`config.mk`:
```
export PLATFORM = sky130hd
export DESIGN_NAME = ebu_top
export DESIGN_NICKNAME = d
export VERILOG_FILES = /design/src/rtl/ebu_top.v
export VERILOG_INCLUDE_DIRS = /design/src /design/src/rtl
export SDC_FILE = /design/constraint.sdc
export NUM_CORES = 1
export LEC_CHECK = 0
export CELL_PAD_IN_SITES_DETAIL_PLACEMENT = 0
export CELL_PAD_IN_SITES_GLOBAL_PLACEMENT = 1
export CORE_MARGIN = 2
export CORE_UTILIZATION = 52
export DETAILED_ROUTE_END_ITERATION = 8
export DONT_BUFFER_PORTS = 1
export PLACE_DENSITY = 0.9
export SYNTH_ARGS = -nofsm -noshare
export SYNTH_HDL_FRONTEND = slang
export SYNTH_SLANG_ARGS = --single-unit
```
`constraint.sdc`:
```
create_clock -name CLK -period 4.1 [get_ports CLK]
set_clock_uncertainty 0.15 [all_clocks]
set_input_delay 1.23 -clock CLK [delete_from_list [all_inputs] [get_ports CLK]]
set_output_delay 1.23 -clock CLK [all_outputs]
set_load 0.01 [all_outputs]
```
`src/rtl/ebu_defines.vh`:
```
// Register map, field layout, reset values and states of the bus unit.
`ifndef EBU_DEFINES_VH
`define EBU_DEFINES_VH
// ==========================================================
// Register indices
`define EBU_REG_ZCFG0 4'h0
`define EBU_REG_ZCFG1 4'h1
`define EBU_REG_ZCFG2 4'h2
`define EBU_REG_ZCFG3 4'h3
`define EBU_REG_BCFG 4'h4
`define EBU_REG_STAT 4'h5
// ==========================================================
// Zone configuration fields
`define EBU_WAIT_LSB 0
`define EBU_WAIT_MSB 2
`define EBU_HOLD_LSB 3
`define EBU_HOLD_MSB 4
`define EBU_BURST_BIT 5
`define EBU_WIDE_BIT 6
`define EBU_FAST_BIT 7
`define EBU_BWAIT_LSB 8
`define EBU_BWAIT_MSB 9
`define EBU_ZCFG_MASK 16'h03ff
`define EBU_ZCFG_RESET 16'h0007
`define EBU_BWAIT_MAX 2'h2
// ==========================================================
// Bus configuration fields
`define EBU_EARLY_BIT 0
`define EBU_GAP_BIT 1
`define EBU_BCFG_RESET 16'h0001
// ==========================================================
// Sequencer states
`define EBU_S_IDLE 4'h0
`define EBU_S_GAP 4'h1
`define EBU_S_T1 4'h2
`define EBU_S_TW 4'h3
`define EBU_S_T2 4'h4
`define EBU_S_TB 4'h5
`define EBU_S_T2B 4'h6
`define EBU_S_T3 4'h7
`define EBU_S_HOLD 4'h8
`define EBU_S_T12 4'h9
`endif

```
`src/rtl/ebu_top.v`:
```
// External static memory bus unit with four configurable zones.
`timescale 1ns/1ps
`include "ebu_defines.vh"

module ebu_top #(
	parameter ADDR_W = 20
) (
	input wire CLK,
	input wire SYS_RST,
	input wire CE,
	input wire [3:0] REG_ADDR,
	input wire [15:0] REG_WDATA,
	input wire REG_WR,
	input wire REG_RD,
	output reg [15:0] REG_RDATA,
	input wire CORE_REQ,
	input wire CORE_WRITE,
	input wire CORE_WORD,
	input wire [ADDR_W-1:0] CORE_ADDR,
	input wire [15:0] CORE_WDATA,
	output wire CORE_BUSY,
	output reg CORE_DONE,
	output reg [15:0] CORE_RDATA,
	output wire [ADDR_W-1:0] EXT_ADDR,
	input wire [15:0] EXT_DATA_IN,
	output reg [15:0] EXT_DATA_OUT,
	output wire [1:0] EXT_DATA_OE,
	output wire [3:0] ZONE_SELECT_N,
	output wire BASE_MEMORY_SELECT_N,
	output wire READ_STROBE_N,
	output wire EVEN_BYTE_WRITE_STROBE_N,
	output wire ODD_BYTE_WRITE_STROBE_N
);

// ==========================================================
// Configuration registers
reg [15:0] zcfg [0:3];
reg [15:0] bcfg;
integer i;

// ==========================================================
// Transfer state
// An item is one basic cycle; a split word runs two items on one zone.
reg [3:0] state;
reg [2:0] cnt;
reg item;
reg [1:0] zone;
reg [1:0] last_zone;
reg back_to_back;
reg wr;
reg word;
reg [ADDR_W-1:0] addr;
reg [15:0] wdata;

wire [15:0] cur = zcfg[zone];
wire [2:0] c_wait = cur[`EBU_WAIT_MSB:`EBU_WAIT_LSB];
wire [1:0] c_hold = cur[`EBU_HOLD_MSB:`EBU_HOLD_LSB];
wire c_burst = cur[`EBU_BURST_BIT];
wire c_wide = cur[`EBU_WIDE_BIT];
wire c_fast = cur[`EBU_FAST_BIT];
wire [1:0] c_bw_raw = cur[`EBU_BWAIT_MSB:`EBU_BWAIT_LSB];
// A field value of three is clamped; burst items never stretch past two.
wire [1:0] c_bw = (c_bw_raw > `EBU_BWAIT_MAX) ?
	`EBU_BWAIT_MAX : c_bw_raw;
wire early = bcfg[`EBU_EARLY_BIT];
wire gap_en = bcfg[`EBU_GAP_BIT];

// The zone comes from the top two address bits of the request.
wire [1:0] req_zone = CORE_ADDR[ADDR_W-1:ADDR_W-2];

wire a0 = addr[0];
wire full = word & c_wide & ~a0;
wire two = word & ~full;
wire lane_hi = item ? ~a0 : a0;
wire do_burst = ~wr & two & ~c_wide & c_burst;

// ==========================================================
// Register port
// Unmapped indices read as zero, so software can probe the map safely.
always @(posedge CLK) begin
	if (SYS_RST) begin
		for (i = 0; i < 4; i = i + 1) begin
			zcfg[i] <= `EBU_ZCFG_RESET;
		end
		bcfg <= `EBU_BCFG_RESET;
		REG_RDATA <= 16'h0000;
	end else if (CE) begin
		if (REG_WR) begin
			if (REG_ADDR <= `EBU_REG_ZCFG3) begin
				zcfg[REG_ADDR[1:0]] <= REG_WDATA & `EBU_ZCFG_MASK;
			end else if (REG_ADDR == `EBU_REG_BCFG) begin
				bcfg <= {14'h0, REG_WDATA[1:0]};
			end
		end
		if (REG_RD) begin
			if (REG_ADDR <= `EBU_REG_ZCFG3) begin
				REG_RDATA <= zcfg[REG_ADDR[1:0]];
			end else if (REG_ADDR == `EBU_REG_BCFG) begin
				REG_RDATA <= bcfg;
			end else if (REG_ADDR == `EBU_REG_STAT) begin
				// Status is for debug only and never alters a transfer.
				REG_RDATA <= {8'h00, item, zone, state, CORE_BUSY};
			end else begin
				REG_RDATA <= 16'h0000;
			end
		end else begin
			REG_RDATA <= 16'h0000;
		end
	end
end

// ==========================================================
// Read data capture
// Only the active lane is sampled, so a floating half is harmless.
task capture;
	begin
		if (full) begin
			CORE_RDATA <= EXT_DATA_IN;
		end else if (c_wide) begin
			if (lane_hi) begin
				CORE_RDATA[15:8] <= EXT_DATA_IN[15:8];
			end else begin
				CORE_RDATA[7:0] <= EXT_DATA_IN[7:0];
			end
		end else if (lane_hi) begin
			CORE_RDATA[15:8] <= EXT_DATA_IN[7:0];
		end else begin
			CORE_RDATA[7:0] <= EXT_DATA_IN[7:0];
		end
	end
endtask

// Start of one item, fast reads skip straight to the one-clock form.
task start_item;
	begin
		if (~wr & c_fast) begin
			state <= `EBU_S_T12;
		end else begin
			state <= `EBU_S_T1;
		end
	end
endtask

// After hold: a split word runs its second basic cycle, else done.
task finish_item;
	begin
		if (two & ~item) begin
			item <= 1'b1;
			start_item;
		end else begin
			CORE_DONE <= 1'b1;
			back_to_back <= 1'b1;
			last_zone <= zone;
			state <= `EBU_S_IDLE;
		end
	end
endtask

// Hold clocks keep address and write data valid for slow parts.
task end_item;
	begin
		if (c_hold != 2'h0) begin
			cnt <= {1'b0, c_hold} - 3'h1;
			state <= `EBU_S_HOLD;
		end else begin
			finish_item;
		end
	end
endtask

// ==========================================================
// Sequencer
// A normal item walks T1, optional waits, T2, T3 on an early write and optional hold clocks; a fast read uses T12.
// A split word repeats that walk for its second byte on the same zone; a burst read goes to TB/T2B instead.
always @(posedge CLK) begin
	if (SYS_RST) begin
		state <= `EBU_S_IDLE;
		cnt <= 3'h0;
		item <= 1'b0;
		zone <= 2'h0;
		last_zone <= 2'h0;
		back_to_back <= 1'b0;
		wr <= 1'b0;
		word <= 1'b0;
		addr <= {ADDR_W{1'b0}};
		wdata <= 16'h0000;
		CORE_DONE <= 1'b0;
		CORE_RDATA <= 16'h0000;
	end else if (CE) begin
		CORE_DONE <= 1'b0;
		case (state)
		`EBU_S_IDLE: begin
			if (CORE_REQ) begin
				addr <= CORE_ADDR;
				zone <= req_zone;
				wr <= CORE_WRITE;
				word <= CORE_WORD;
				wdata <= CORE_WDATA;
				item <= 1'b0;
				// Only a request in the clock right after a transfer needs the gap.
				if (gap_en & back_to_back & (req_zone != last_zone)) begin
					state <= `EBU_S_GAP;
				end else if (~CORE_WRITE &
					zcfg[req_zone][`EBU_FAST_BIT]) begin
					state <= `EBU_S_T12;
				end else begin
					state <= `EBU_S_T1;
				end
			end else begin
				back_to_back <= 1'b0;
			end
		end
		`EBU_S_GAP: begin
			back_to_back <= 1'b0;
			start_item;
		end
		`EBU_S_T1: begin
			if (c_wait != 3'h0) begin
				cnt <= c_wait - 3'h1;
				state <= `EBU_S_TW;
			end else begin
				state <= `EBU_S_T2;
			end
		end
		`EBU_S_TW: begin
			if (cnt == 3'h0) begin
				state <= `EBU_S_T2;
			end else begin
				cnt <= cnt - 3'h1;
			end
		end
		`EBU_S_T2: begin
			if (~wr) begin
				capture;
				if (do_burst & ~item) begin
					item <= 1'b1;
					if (c_bw != 2'h0) begin
						cnt <= {1'b0, c_bw} - 3'h1;
						state <= `EBU_S_TB;
					end else begin
						state <= `EBU_S_T2B;
					end
				end else begin
					end_item;
				end
			end else if (early) begin
				state <= `EBU_S_T3;
			end else begin
				end_item;
			end
		end
		`EBU_S_TB: begin
			if (cnt == 3'h0) begin
				state <= `EBU_S_T2B;
			end else begin
				cnt <= cnt - 3'h1;
			end
		end
		`EBU_S_T2B: begin
			capture;
			end_item;
		end
		`EBU_S_T3: begin
			end_item;
		end
		`EBU_S_T12: begin
			capture;
			end_item;
		end
		`EBU_S_HOLD: begin
			if (cnt == 3'h0) begin
				finish_item;
			end else begin
				cnt <= cnt - 3'h1;
			end
		end
		default: begin
			state <= `EBU_S_IDLE;
		end
		endcase
	end
end

// ==========================================================
// Pin decode
// The data pins are taken as synchronous to the clock, so no synchroniser
// sits in the read path; a slower part must be given wait clocks instead.
wire s_t1 = (state == `EBU_S_T1);
wire s_tw = (state == `EBU_S_TW);
wire s_t2 = (state == `EBU_S_T2);
wire s_t3 = (state == `EBU_S_T3);
wire s_hold = (state == `EBU_S_HOLD);
wire s_burst = (state == `EBU_S_TB) | (state == `EBU_S_T2B);
wire s_fast = (state == `EBU_S_T12);
wire busy_cycle = s_t1 | s_tw | s_t2 | s_t3 | s_hold | s_burst | s_fast;

wire rd_on = ~wr & (s_t1 | s_tw | s_t2 | s_burst | s_fast);
// Early write raises the write strobe first and selects a clock later.
wire wr_on = wr & (s_tw | s_t2 | (early & s_t1));
wire sel_on = rd_on | (wr & (s_tw | s_t2 | (~early & s_t1)));
wire drive = wr & (s_tw | s_t2 | s_t3 | s_hold);

assign CORE_BUSY = (state != `EBU_S_IDLE);
assign READ_STROBE_N = ~rd_on;

genvar z;
generate
	for (z = 0; z < 4; z = z + 1) begin : g_sel
		assign ZONE_SELECT_N[z] = ~(sel_on & (zone == z));
	end
endgenerate

// Zones 1 and 2 carry the fast and slow halves of base memory.
assign BASE_MEMORY_SELECT_N = ZONE_SELECT_N[1] &
	ZONE_SELECT_N[2];

// Address stays valid from the first cycle to the last hold.
assign EXT_ADDR = busy_cycle ?
	{addr[ADDR_W-1:1], full ? 1'b0 : lane_hi} :
	{ADDR_W{1'b0}};

assign EVEN_BYTE_WRITE_STROBE_N = ~(wr_on &
	(full | ~c_wide | ~lane_hi));
assign ODD_BYTE_WRITE_STROBE_N = ~(wr_on & c_wide &
	(full | lane_hi));

// The unused half is released so another driver may own it.
assign EXT_DATA_OE[0] = drive & (full | ~c_wide | ~lane_hi);
assign EXT_DATA_OE[1] = drive & c_wide & (full | lane_hi);

always @(posedge CLK) begin
	if (SYS_RST) begin
		EXT_DATA_OUT <= 16'h0000;
	end else if (CE) begin
		if (state == `EBU_S_T1 || state == `EBU_S_HOLD) begin
			if (full) begin
				EXT_DATA_OUT <= wdata;
			end else if (c_wide) begin
				EXT_DATA_OUT <= wdata;
			end else if (lane_hi) begin
				EXT_DATA_OUT <= {8'h00, wdata[15:8]};
			end else begin
				EXT_DATA_OUT <= {8'h00, wdata[7:0]};
			end
		end
	end
end

endmodule // ebu_top

```
==> out/results.txt, run 1 <==
Std-Cell Rows: 42
Yosys warning count: 0
Drc violations: 0
Worst setup endpoint: BASE_MEMORY_SELECT_N
Worst Reg-to-Reg Cells: 6
Critical path capture point type: output port
Initial core utilization: 52.73%
Layout cells sized above 1: 12.35%
Worst Path Required: 2720 ps
Most frequent cells in the layout: 112 x nand2_1, 96 x dfxtp_1, 73 x a21oi_1, 68 x nor2_1, 42 x and2_1
Avg Cell Area, Syn: 9.375 um^2
Placed insts: 881
Critical path type: flop to output port
# IOs: 160
Synth cell types: 76
Die Y: 119.4 um
Layout area overhead: 9.771%
Input/output buffers: 0
Clock Latency Late Sink: 420 ps
WP data arrival: 2360 ps
Core area: 13140 um^2
First-pass GRT wire length: 28020 um
Initial antenna violation count: 0
Worst-path fanout max: 9
Status: complete, no violations
Number of cells on the critical path: 7
Total Wirelength: 18270 um
Largest net degree at the start of global routing: 96
Cells after Synth: 739
Max Cap Viol: 0
Reg2Reg Launch Point: state[2]
FFs w/ async S/R, synth: 0%
Gr usage total: 25.49%
Setup tns final: 0 ps
Delay of the slowest critical-path stage: 460 ps
Commonest non-fill, non-tap cell in the layout: nand2_1
Die width: 119.4 um
Netlist Area Pre-Place: 6928 um^2
HPWL after detailed placement: 12660 um
Gpl congestion: 0.9426
DRT antenna net count: 0
Slew Limit Fails: 0
Pwr dens: 482.3 nW/um^2
Final period utilization: 91.24%
Crit start category: flop
Max Clk Rate: 267.3 MHz
Final cell count without fillers: 913
Via density: 6.100
Crit path launch: state[3]
Buffers & Inverters on Critical Path: 1
Post-CTS Resized: 0
Fin. Hold Viols: 0
Postcts setup bufs: 0
Flops & latches, synth: 136
Iter 0 DRT Violations: 404
Clock slew at reported path FFs: 60 ps
Minimum clock period after layout: 3741 ps
WHS Path Cells: 2
CTS tree: done
Slowest CP cell: dfxtp_1
CTS root buffer: clkbuf_16
Critical R2R Capture: state[0]
Max VDD drop: 359.0 uV
Nets: 805
Filler cell count in the final layout: 1157
TritonRoute pass-1 iters: 7
Vias in the first global route: 5384
DIE AREA: 14260 um^2
Hold crit path type: flop to flop
R2R setup slack: 1260 ps
Clock sink count: 136
Crit-path cells: or3b_1 > a21oi_1 > o31ai_1 > buf_4 > nand2b_1 > or2_2 > and2_1
Wire length per cell: 20.01 um
Via count: 5569
Grt ovf: 0
Inserted Diodes: 0
Leakage: 0.002793 uW
Sequential-to-total area share from yosys stat: 45.08%
Clock Tree Buf Depth: 2
Max transition margin: 37.60%
Hold Buf Count CTS: 0
Top FF cell, synth: dfxtp_1
CTS Buf Count: 17
Unrepaired setup endpoints after global routing: false
Top delay family on crit path: simple AND/OR/NAND/NOR gates
H-tree depth: 4
Worst-Margin Slew: 928.8 ps
EDFF count, synth: 40
Final setup violation count: 0
## where the power goes
part / leakage (uW) / internal [uW] / switching [uW] / total [uW]
Clock: 0.000281 / 874 / 584 / 1460
Combinational: 0.00135 / 249 / 397 / 645
Sequential: 0.00117 / 1470 / 90.7 / 1560
Total: 0.00279 / 2600 / 1070 / 3670
## flip-flops by register name, summed over array words and instances (netlist names), named ones only
signal        flops
wr                1
back_to_back      1
state             4
CORE_RDATA       16
zone              2
addr             18
word              1
CORE_DONE         1
item              1
wdata            16
EXT_DATA_OUT     16
cnt               3
last_zone         2
zcfg             40
REG_RDATA        10
bcfg              2
## stage by stage
| stage | hold WS, ps | worst slack, ps | total power, uW | utilization [%] | area [um^2] |
|---|---|---|---|---|---|
| 6_report | 298.6 | 359.3 | 3668 | 57.89 | 7605 |
| 5_1_grt | 321.1 | 198.6 | 3810 | 57.89 | 7605 |
| 3_5_place_dp | 287.9 | 796.4 | 2224 | 53.53 | 7033 |
| 2_1_floorplan | 281.7 | 980.3 | 2077 | - | 6947 |
| 3_3_place_gp | 283.2 | 769.6 | 2204 | 53.53 | 7033 |
| 4_1_cts | 295.9 | 347.9 | 3667 | 57.89 | 7605 |
## layout make-up
cell class                      count  area [um^2]  share of cell area, %
Inverter                           11        41.29                 0.5429
Sequential cell                   136         3123                  41.07
Tap cell                          176        220.2                  2.896
Clock inverter                      9        62.56                 0.8226
Clock buffer                       23        509.2                  6.696
Multi-Input combinational cell    541         3521                  46.30
Timing Repair Buffer               17        127.6                  1.678
## routing by layer
metal | vias to the layer above | global-route usage (%) | share of wire, %
met2 | 264 | 42.74 | 49
li1 | 2584 | - | -
met5 | - | 0 | 0
met1 | 2679 | 31.65 | 41
met3 | 42 | 6.801 | 7.8
met4 | 0 | 9.412 | 2.2
## cell usage after synthesis, types with 9 or more instances
master | number | area [um^2]
nand2_1 | 112 | 420.4
dfxtp_1 | 96 | 1922
a21oi_1 | 73 | 365.4
nor2_1 | 68 | 255.2
and2_1 | 42 | 262.8
edfxtp_1 | 40 | 1201
clkbuf_1 | 34 | 127.6
mux2i_1 | 26 | 260.3
nand2b_1 | 20 | 125.1
nor3_1 | 17 | 85.08
mux4_2 | 14 | 315.3
and3_1 | 13 | 81.33
o21ai_0 | 13 | 65.06
a211oi_1 | 12 | 90.09
buf_2 | 11 | 55.05
inv_1 | 11 | 41.29
nand3_1 | 11 | 55.05
a22oi_1 | 10 | 75.07
nor2b_1 | 9 | 56.30
## cells by family (layout without fill, tap and decap cells)
group | Yosys count | after routing | share of synthesized area, %
buffers and inverters | 67 | 60 | 4.371
adders and majority gates | 2 | 2 | 0.3251
xor gates and xnor gates | 6 | 6 | 0.7585
AOI/OAI and AO/OA | 150 | 150 | 14.27
and+or+nand+nor | 328 | 328 | 23.86
other | 1 | 6 | 0.05413
DFF | 136 | 136 | 45.08
muxes | 49 | 49 | 11.29
## worst min path at each step
stage,startpoint,end
after CTS,addr[17],addr[17]
after global routing,addr[17],addr[17]
after floorplan,addr[10],addr[10]
after detailed placement,addr[17],addr[17]
final,addr[17],addr[17]
after global placement,addr[1],addr[1]
## worst min-delay path, stage by stage, from the launching register on
cell     delay, ps
dfxtp_1        300
nand2_1         50
a21oi_1         50
Power figures use the tool's default switching activity.
==> inputs of run 2 (changes only) <==
Settings changed: CORE_UTILIZATION 52 to 40, PLACE_DENSITY 0.9 to 0.73.
Clock period 4.1 ns to 3.5 ns, I/O delays scaled along.
==> run 2 against run 1 <==
Against the previous run:
- utilization is 13 points lower
- count of clock-buffer cells in the layout down 2
- total power is 18% higher
- non-clock buffer count grew 5
- sequential power is 17% higher
- die area grew 29%
- sequential share of layout area shrank 0.59 points
- first-iteration DRC count is 0.25% lower
- clock power up 19%
- wire length grew 3.3%
- combinational power up 21%
==> out/results.txt, run 2 (synthesized netlist as in run 1, its figures left out) <==
Reg2Reg Launch Point: state[2]
WP data arrival: 2150 ps
Setup tns final: 0 ps
Max transition margin: 52.51%
Initial core utilization: 40.48%
Worst Reg-to-Reg Cells: 7
Critical R2R Capture: state[0]
Core area: 17120 um^2
Largest registers: zcfg (40), addr (18)
Hold crit path type: flop to flop
First-pass GRT wire length: 28680 um
Clock sink count: 136
Crit start category: flop
CTS Buf Count: 17
Max Cap Viol: 0
Via density: 5.645
Die width: 135.6 um
WHS Path Cells: 2
Worst Hold Path EP: addr[8]
Most frequent cells in the layout: 112 x nand2_1, 96 x dfxtp_1, 73 x a21oi_1, 68 x nor2_1, 42 x and2_1
Final setup violation count: 0
Fin. Hold Viols: 0
Power, Total: 4330 uW
Max reg flops: 40
Largest Register: zcfg
CTS root buffer: clkbuf_16
TritonRoute pass-1 iters: 5
CTS tree: done
Hold Buf Count CTS: 0
Clock slew at reported path FFs: 60 ps
Layout cells sized above 1: 13.07%
Critical path capture point type: output port
HPWL after detailed placement: 13350 um
Clock Latency Late Sink: 420 ps
Minimum clock period after layout: 3351 ps
Layout area overhead: 11.36%
Clock network power share: 40.1%
Iter 0 DRT Violations: 403
Commonest non-fill, non-tap cell in the layout: nand2_1
Max Clk Rate: 298.5 MHz
Pwr dens: 561.2 nW/um^2
Worst-path fanout max: 5
Initial antenna violation count: 0
Register area: 3123 um^2
Status: complete, no violations
Gate power share: 18.0%
Nets: 810
Area of the multi-input gates: 3526 um^2
H-tree depth: 4
Filler cell count in the final layout: 1665
Die Y: 135.6 um
Gr usage total: 20.53%
Cell Int Power: 3040 uW
Psw: 1290 uW
Max VDD drop: 363.2 uV
Std-Cell Rows: 48
Switching Share: 29.79%
Reg power frac: 41.9%
Vias in the first global route: 5277
Slew Limit Fails: 0
Drc violations: 0
DRT antenna net count: 0
Via count: 5459
Leakage: 0.002817 uW
Critical path type: flop to output port
Final period utilization: 95.73%
# IOs: 160
Unrepaired setup endpoints after global routing: false
DIE AREA: 18390 um^2
Gpl congestion: 0.8996
Inserted Diodes: 0
Worst Path Required: 2300 ps
Input/output buffers: 0
Clock Tree Buf Depth: 2
Wire length per cell: 19.52 um
Hold Startpoint: addr[8]
Largest net degree at the start of global routing: 96
R2R setup slack: 600 ps
Worst-Margin Slew: 706.9 ps
Grt ovf: 0
Total Wirelength: 18870 um
## run 2: worst max path at each step
stage	slack, ps	depth (start not counted)	from	to
finish	150	6	wr	BASE_MEMORY_SELECT_N
global route	40	6	state[3]	BASE_MEMORY_SELECT_N
CTS	100	6	wr	BASE_MEMORY_SELECT_N
detailed placement	550	6	wr	BASE_MEMORY_SELECT_N
global placement	580	6	wr	BASE_MEMORY_SELECT_N
floorplan	560	5	REG_ADDR[0]	REG_RDATA[6]
## run 2: per-stage QoR
step	util [%]	cells	worst slack, ps	hold slack [ps]	cell area [um^2]
after floorplan	-	744	560.3	281.7	6947
after global placement	41.67	935	580.8	284.1	7132
after detailed placement	41.67	935	548.7	287.4	7132
after CTS	45.04	967	96.14	296.2	7710
after global routing	45.07	967	36.15	322.5	7715
final	45.07	967	149.4	301.3	7715
## run 2: layout make-up
class / instances / area share, %
Multi-Input combinational cell: 541 / 45.70
Sequential cell: 136 / 40.48
Clock buffer: 21 / 6.390
Tap cell: 225 / 3.649
Timing Repair Buffer: 22 / 2.141
Clock inverter: 11 / 1.103
Inverter: 11 / 0.5352
## run 2: repair_timing
item                       CTS  global route
buffers inserted             0             0
resized for setup            0             2
setup endpoints to repair    0             1
## run 2: worst max-delay path, stage by stage, from the launching register on
cell      delay, ps
dfxtp_1         350
or3b_1          350
a21oi_1         200
o31ai_2         130
nand2b_1        180
or2_2           320
and2_1          200
## run 2: power by group through the flow
stage / clock, uW / combinational, uW / sequential, uW
2_1_floorplan: 0 / 616 / 1820
3_3_place_gp: 0 / 763 / 1840
3_5_place_dp: 0 / 771 / 1850
4_1_cts: 1760 / 774 / 1820
5_1_grt: 1840 / 854 / 1830
6_report: 1740 / 778 / 1820
## run 2: layer usage
layer,GRT usage (%),wire length (um)
met5,0,0
met4,6.887,306
met3,7.033,1588
met2,32.88,9211
met1,25.99,7767
==> inputs of run 3 (changes only) <==
Settings changed: CELL_PAD_IN_SITES_GLOBAL_PLACEMENT 1 to 2, CORE_UTILIZATION 40 to 38, PLACE_DENSITY 0.73 to 0.84.
==> run 3 against run 2 <==
Against the previous run:
- non-clock buffer count rose by 2
- global-route usage down 0.78 points
- final cell count is 0.62% higher
- clock power decreased by 5%
- largest cell class unchanged
==> out/results.txt, run 3 (synthesized netlist as in run 1, its figures left out) <==
Layout cells sized above 1: 13.84%
HPWL after detailed placement: 13630 um
Placed insts: 941
CTS root buffer: clkbuf_16
Largest registers: zcfg (40), addr (18)
Clock Latency Late Sink: 420 ps
Delay of the slowest critical-path stage: 380 ps
Leakage: 0.002807 uW
Std-Cell Rows: 49
Clock sink count: 136
Via count: 5461
Largest Register: zcfg
Clock Tree Buf Depth: 2
Final setup violation count: 0
Crit-path cells: maj3_1 > o21ai_2 > o31ai_4 > nand2b_1 > or2_2 > and2_1
Crit start category: flop
Buffers & Inverters on Critical Path: 0
Nets: 812
Post-route setup slack: 93.48 ps
Status: complete, no violations
Drc violations: 0
CTS tree: done
Gr usage total: 19.75%
Initial antenna violation count: 1
Grt ovf: 0
# IOs: 160
DIE AREA: 19330 um^2
Fin Hold WS: 301.7 ps
Input/output buffers: 0
Max transition margin: 48.59%
Core area: 17900 um^2
Critical path capture point type: output port
Die width: 139.0 um
Pwr dens: 551.4 nW/um^2
Max Cap Viol: 0
WP data arrival: 2210 ps
Max Clk Rate: 293.6 MHz
Pre-CTS setup slack: 429.8 ps
Reg2Reg Launch Point: state[2]
Slew Limit Fails: 0
Hold Startpoint: addr[3]
Clock slew at reported path FFs: 60 ps
Hold Buf Count CTS: 0
First-pass GRT wire length: 30190 um
TritonRoute pass-1 iters: 5
Layout area overhead: 11.38%
Postcts setup bufs: 0
Max reg flops: 40
Vias in the first global route: 5522
H-tree depth: 4
Crit path launch: state[0]
Die Y: 139.0 um
Worst-Margin Slew: 765.3 ps
R2R setup slack: 640 ps
Max VDD drop: 375.2 uV
Gpl congestion: 0.8947
Setup tns final: 0 ps
Commonest non-fill, non-tap cell in the layout: nand2_1
Top delay family on crit path: simple AND/OR/NAND/NOR gates
Iter 0 DRT Violations: 347
Worst-path fanout max: 12
Initial core utilization: 38.70%
Wire length per cell: 19.63 um
DRT antenna net count: 0
Critical path type: flop to output port
Total Wirelength: 19100 um
CTS Buf Count: 17
Slowest CP cell: dfxtp_2
Minimum clock period after layout: 3407 ps
Via density: 5.613
Most frequent cells in the layout: 112 x nand2_1, 93 x dfxtp_1, 72 x a21oi_1, 68 x nor2_1, 42 x and2_1
Largest net degree at the start of global routing: 96
Worst Path Required: 2300 ps
Inserted Diodes: 0
Final cell count without fillers: 973
Final period utilization: 97.33%
Hold crit path type: flop to flop
Fin. Hold Viols: 0
-- run 3: changes by cell type in the layout (fill, tap and decap cells not counted), moves of 2 or more --
| cell | previous run | this run |
|---|---|---|
| buf_4 | 22 | 24 |
| dfxtp_2 | 0 | 3 |
| dfxtp_1 | 96 | 93 |
| inv_6 | 1 | 4 |
| clkbuf_16 | 19 | 17 |
-- run 3: what timing repair did --
action	CTS	global route
pin swaps	0	1
endpoints found under the hold margin	0	0
setup endpoints to repair	1	1
resized for setup	2	6
-- run 3: cell type report --
cell class / count / area (um^2)
fill: 1736 / 10190
clock buffer: 20 / 446.7
multi-input combinational: 541 / 3542
inverter: 11 / 41.29
sequential: 136 / 3127
tap: 229 / 286.5
clock inverter: 12 / 92.59
timing repair buffer: 24 / 180.2
-- run 3: per-layer routing --
metal  wire [um]  GRT usage [%]
met1        8069          24.93
met3        1501          5.974
met2        9303          33.00
met5           0              0
met4         221          5.423
-- run 3: path summary, 6_finish.rpt --
path | cells past startpoint | endpoint
min | 2 | addr[3]
min reg2reg | 2 | addr[3]
max | 6 | BASE_MEMORY_SELECT_N
max reg2reg | 7 | state[0]
-- run 3: per-stage QoR --
stage                     util (%)  cell area, um^2  total power [uW]
final                        43.10             7716              4254
after global routing         43.10             7716              4451
after CTS                    43.00             7697              4273
after detailed placement     39.95             7152              2626
after global placement       39.95             7152              2614
after floorplan                  -             6947              2433
-- run 3: worst reg2reg max path, stage by stage, from the launching register on --
cell	delay (ps)
dfxtp_1	530
buf_4	310
nand2b_1	200
nor3_1	360
nor2_1	230
o221ai_2	370
mux2_2	380
a311oi_1	230
-- run 3: power by group --
group / switching, uW / internal [uW] / total [uW]
logic: 478 / 304 / 783
clock network: 716 / 931 / 1650
registers: 97.8 / 1730 / 1820
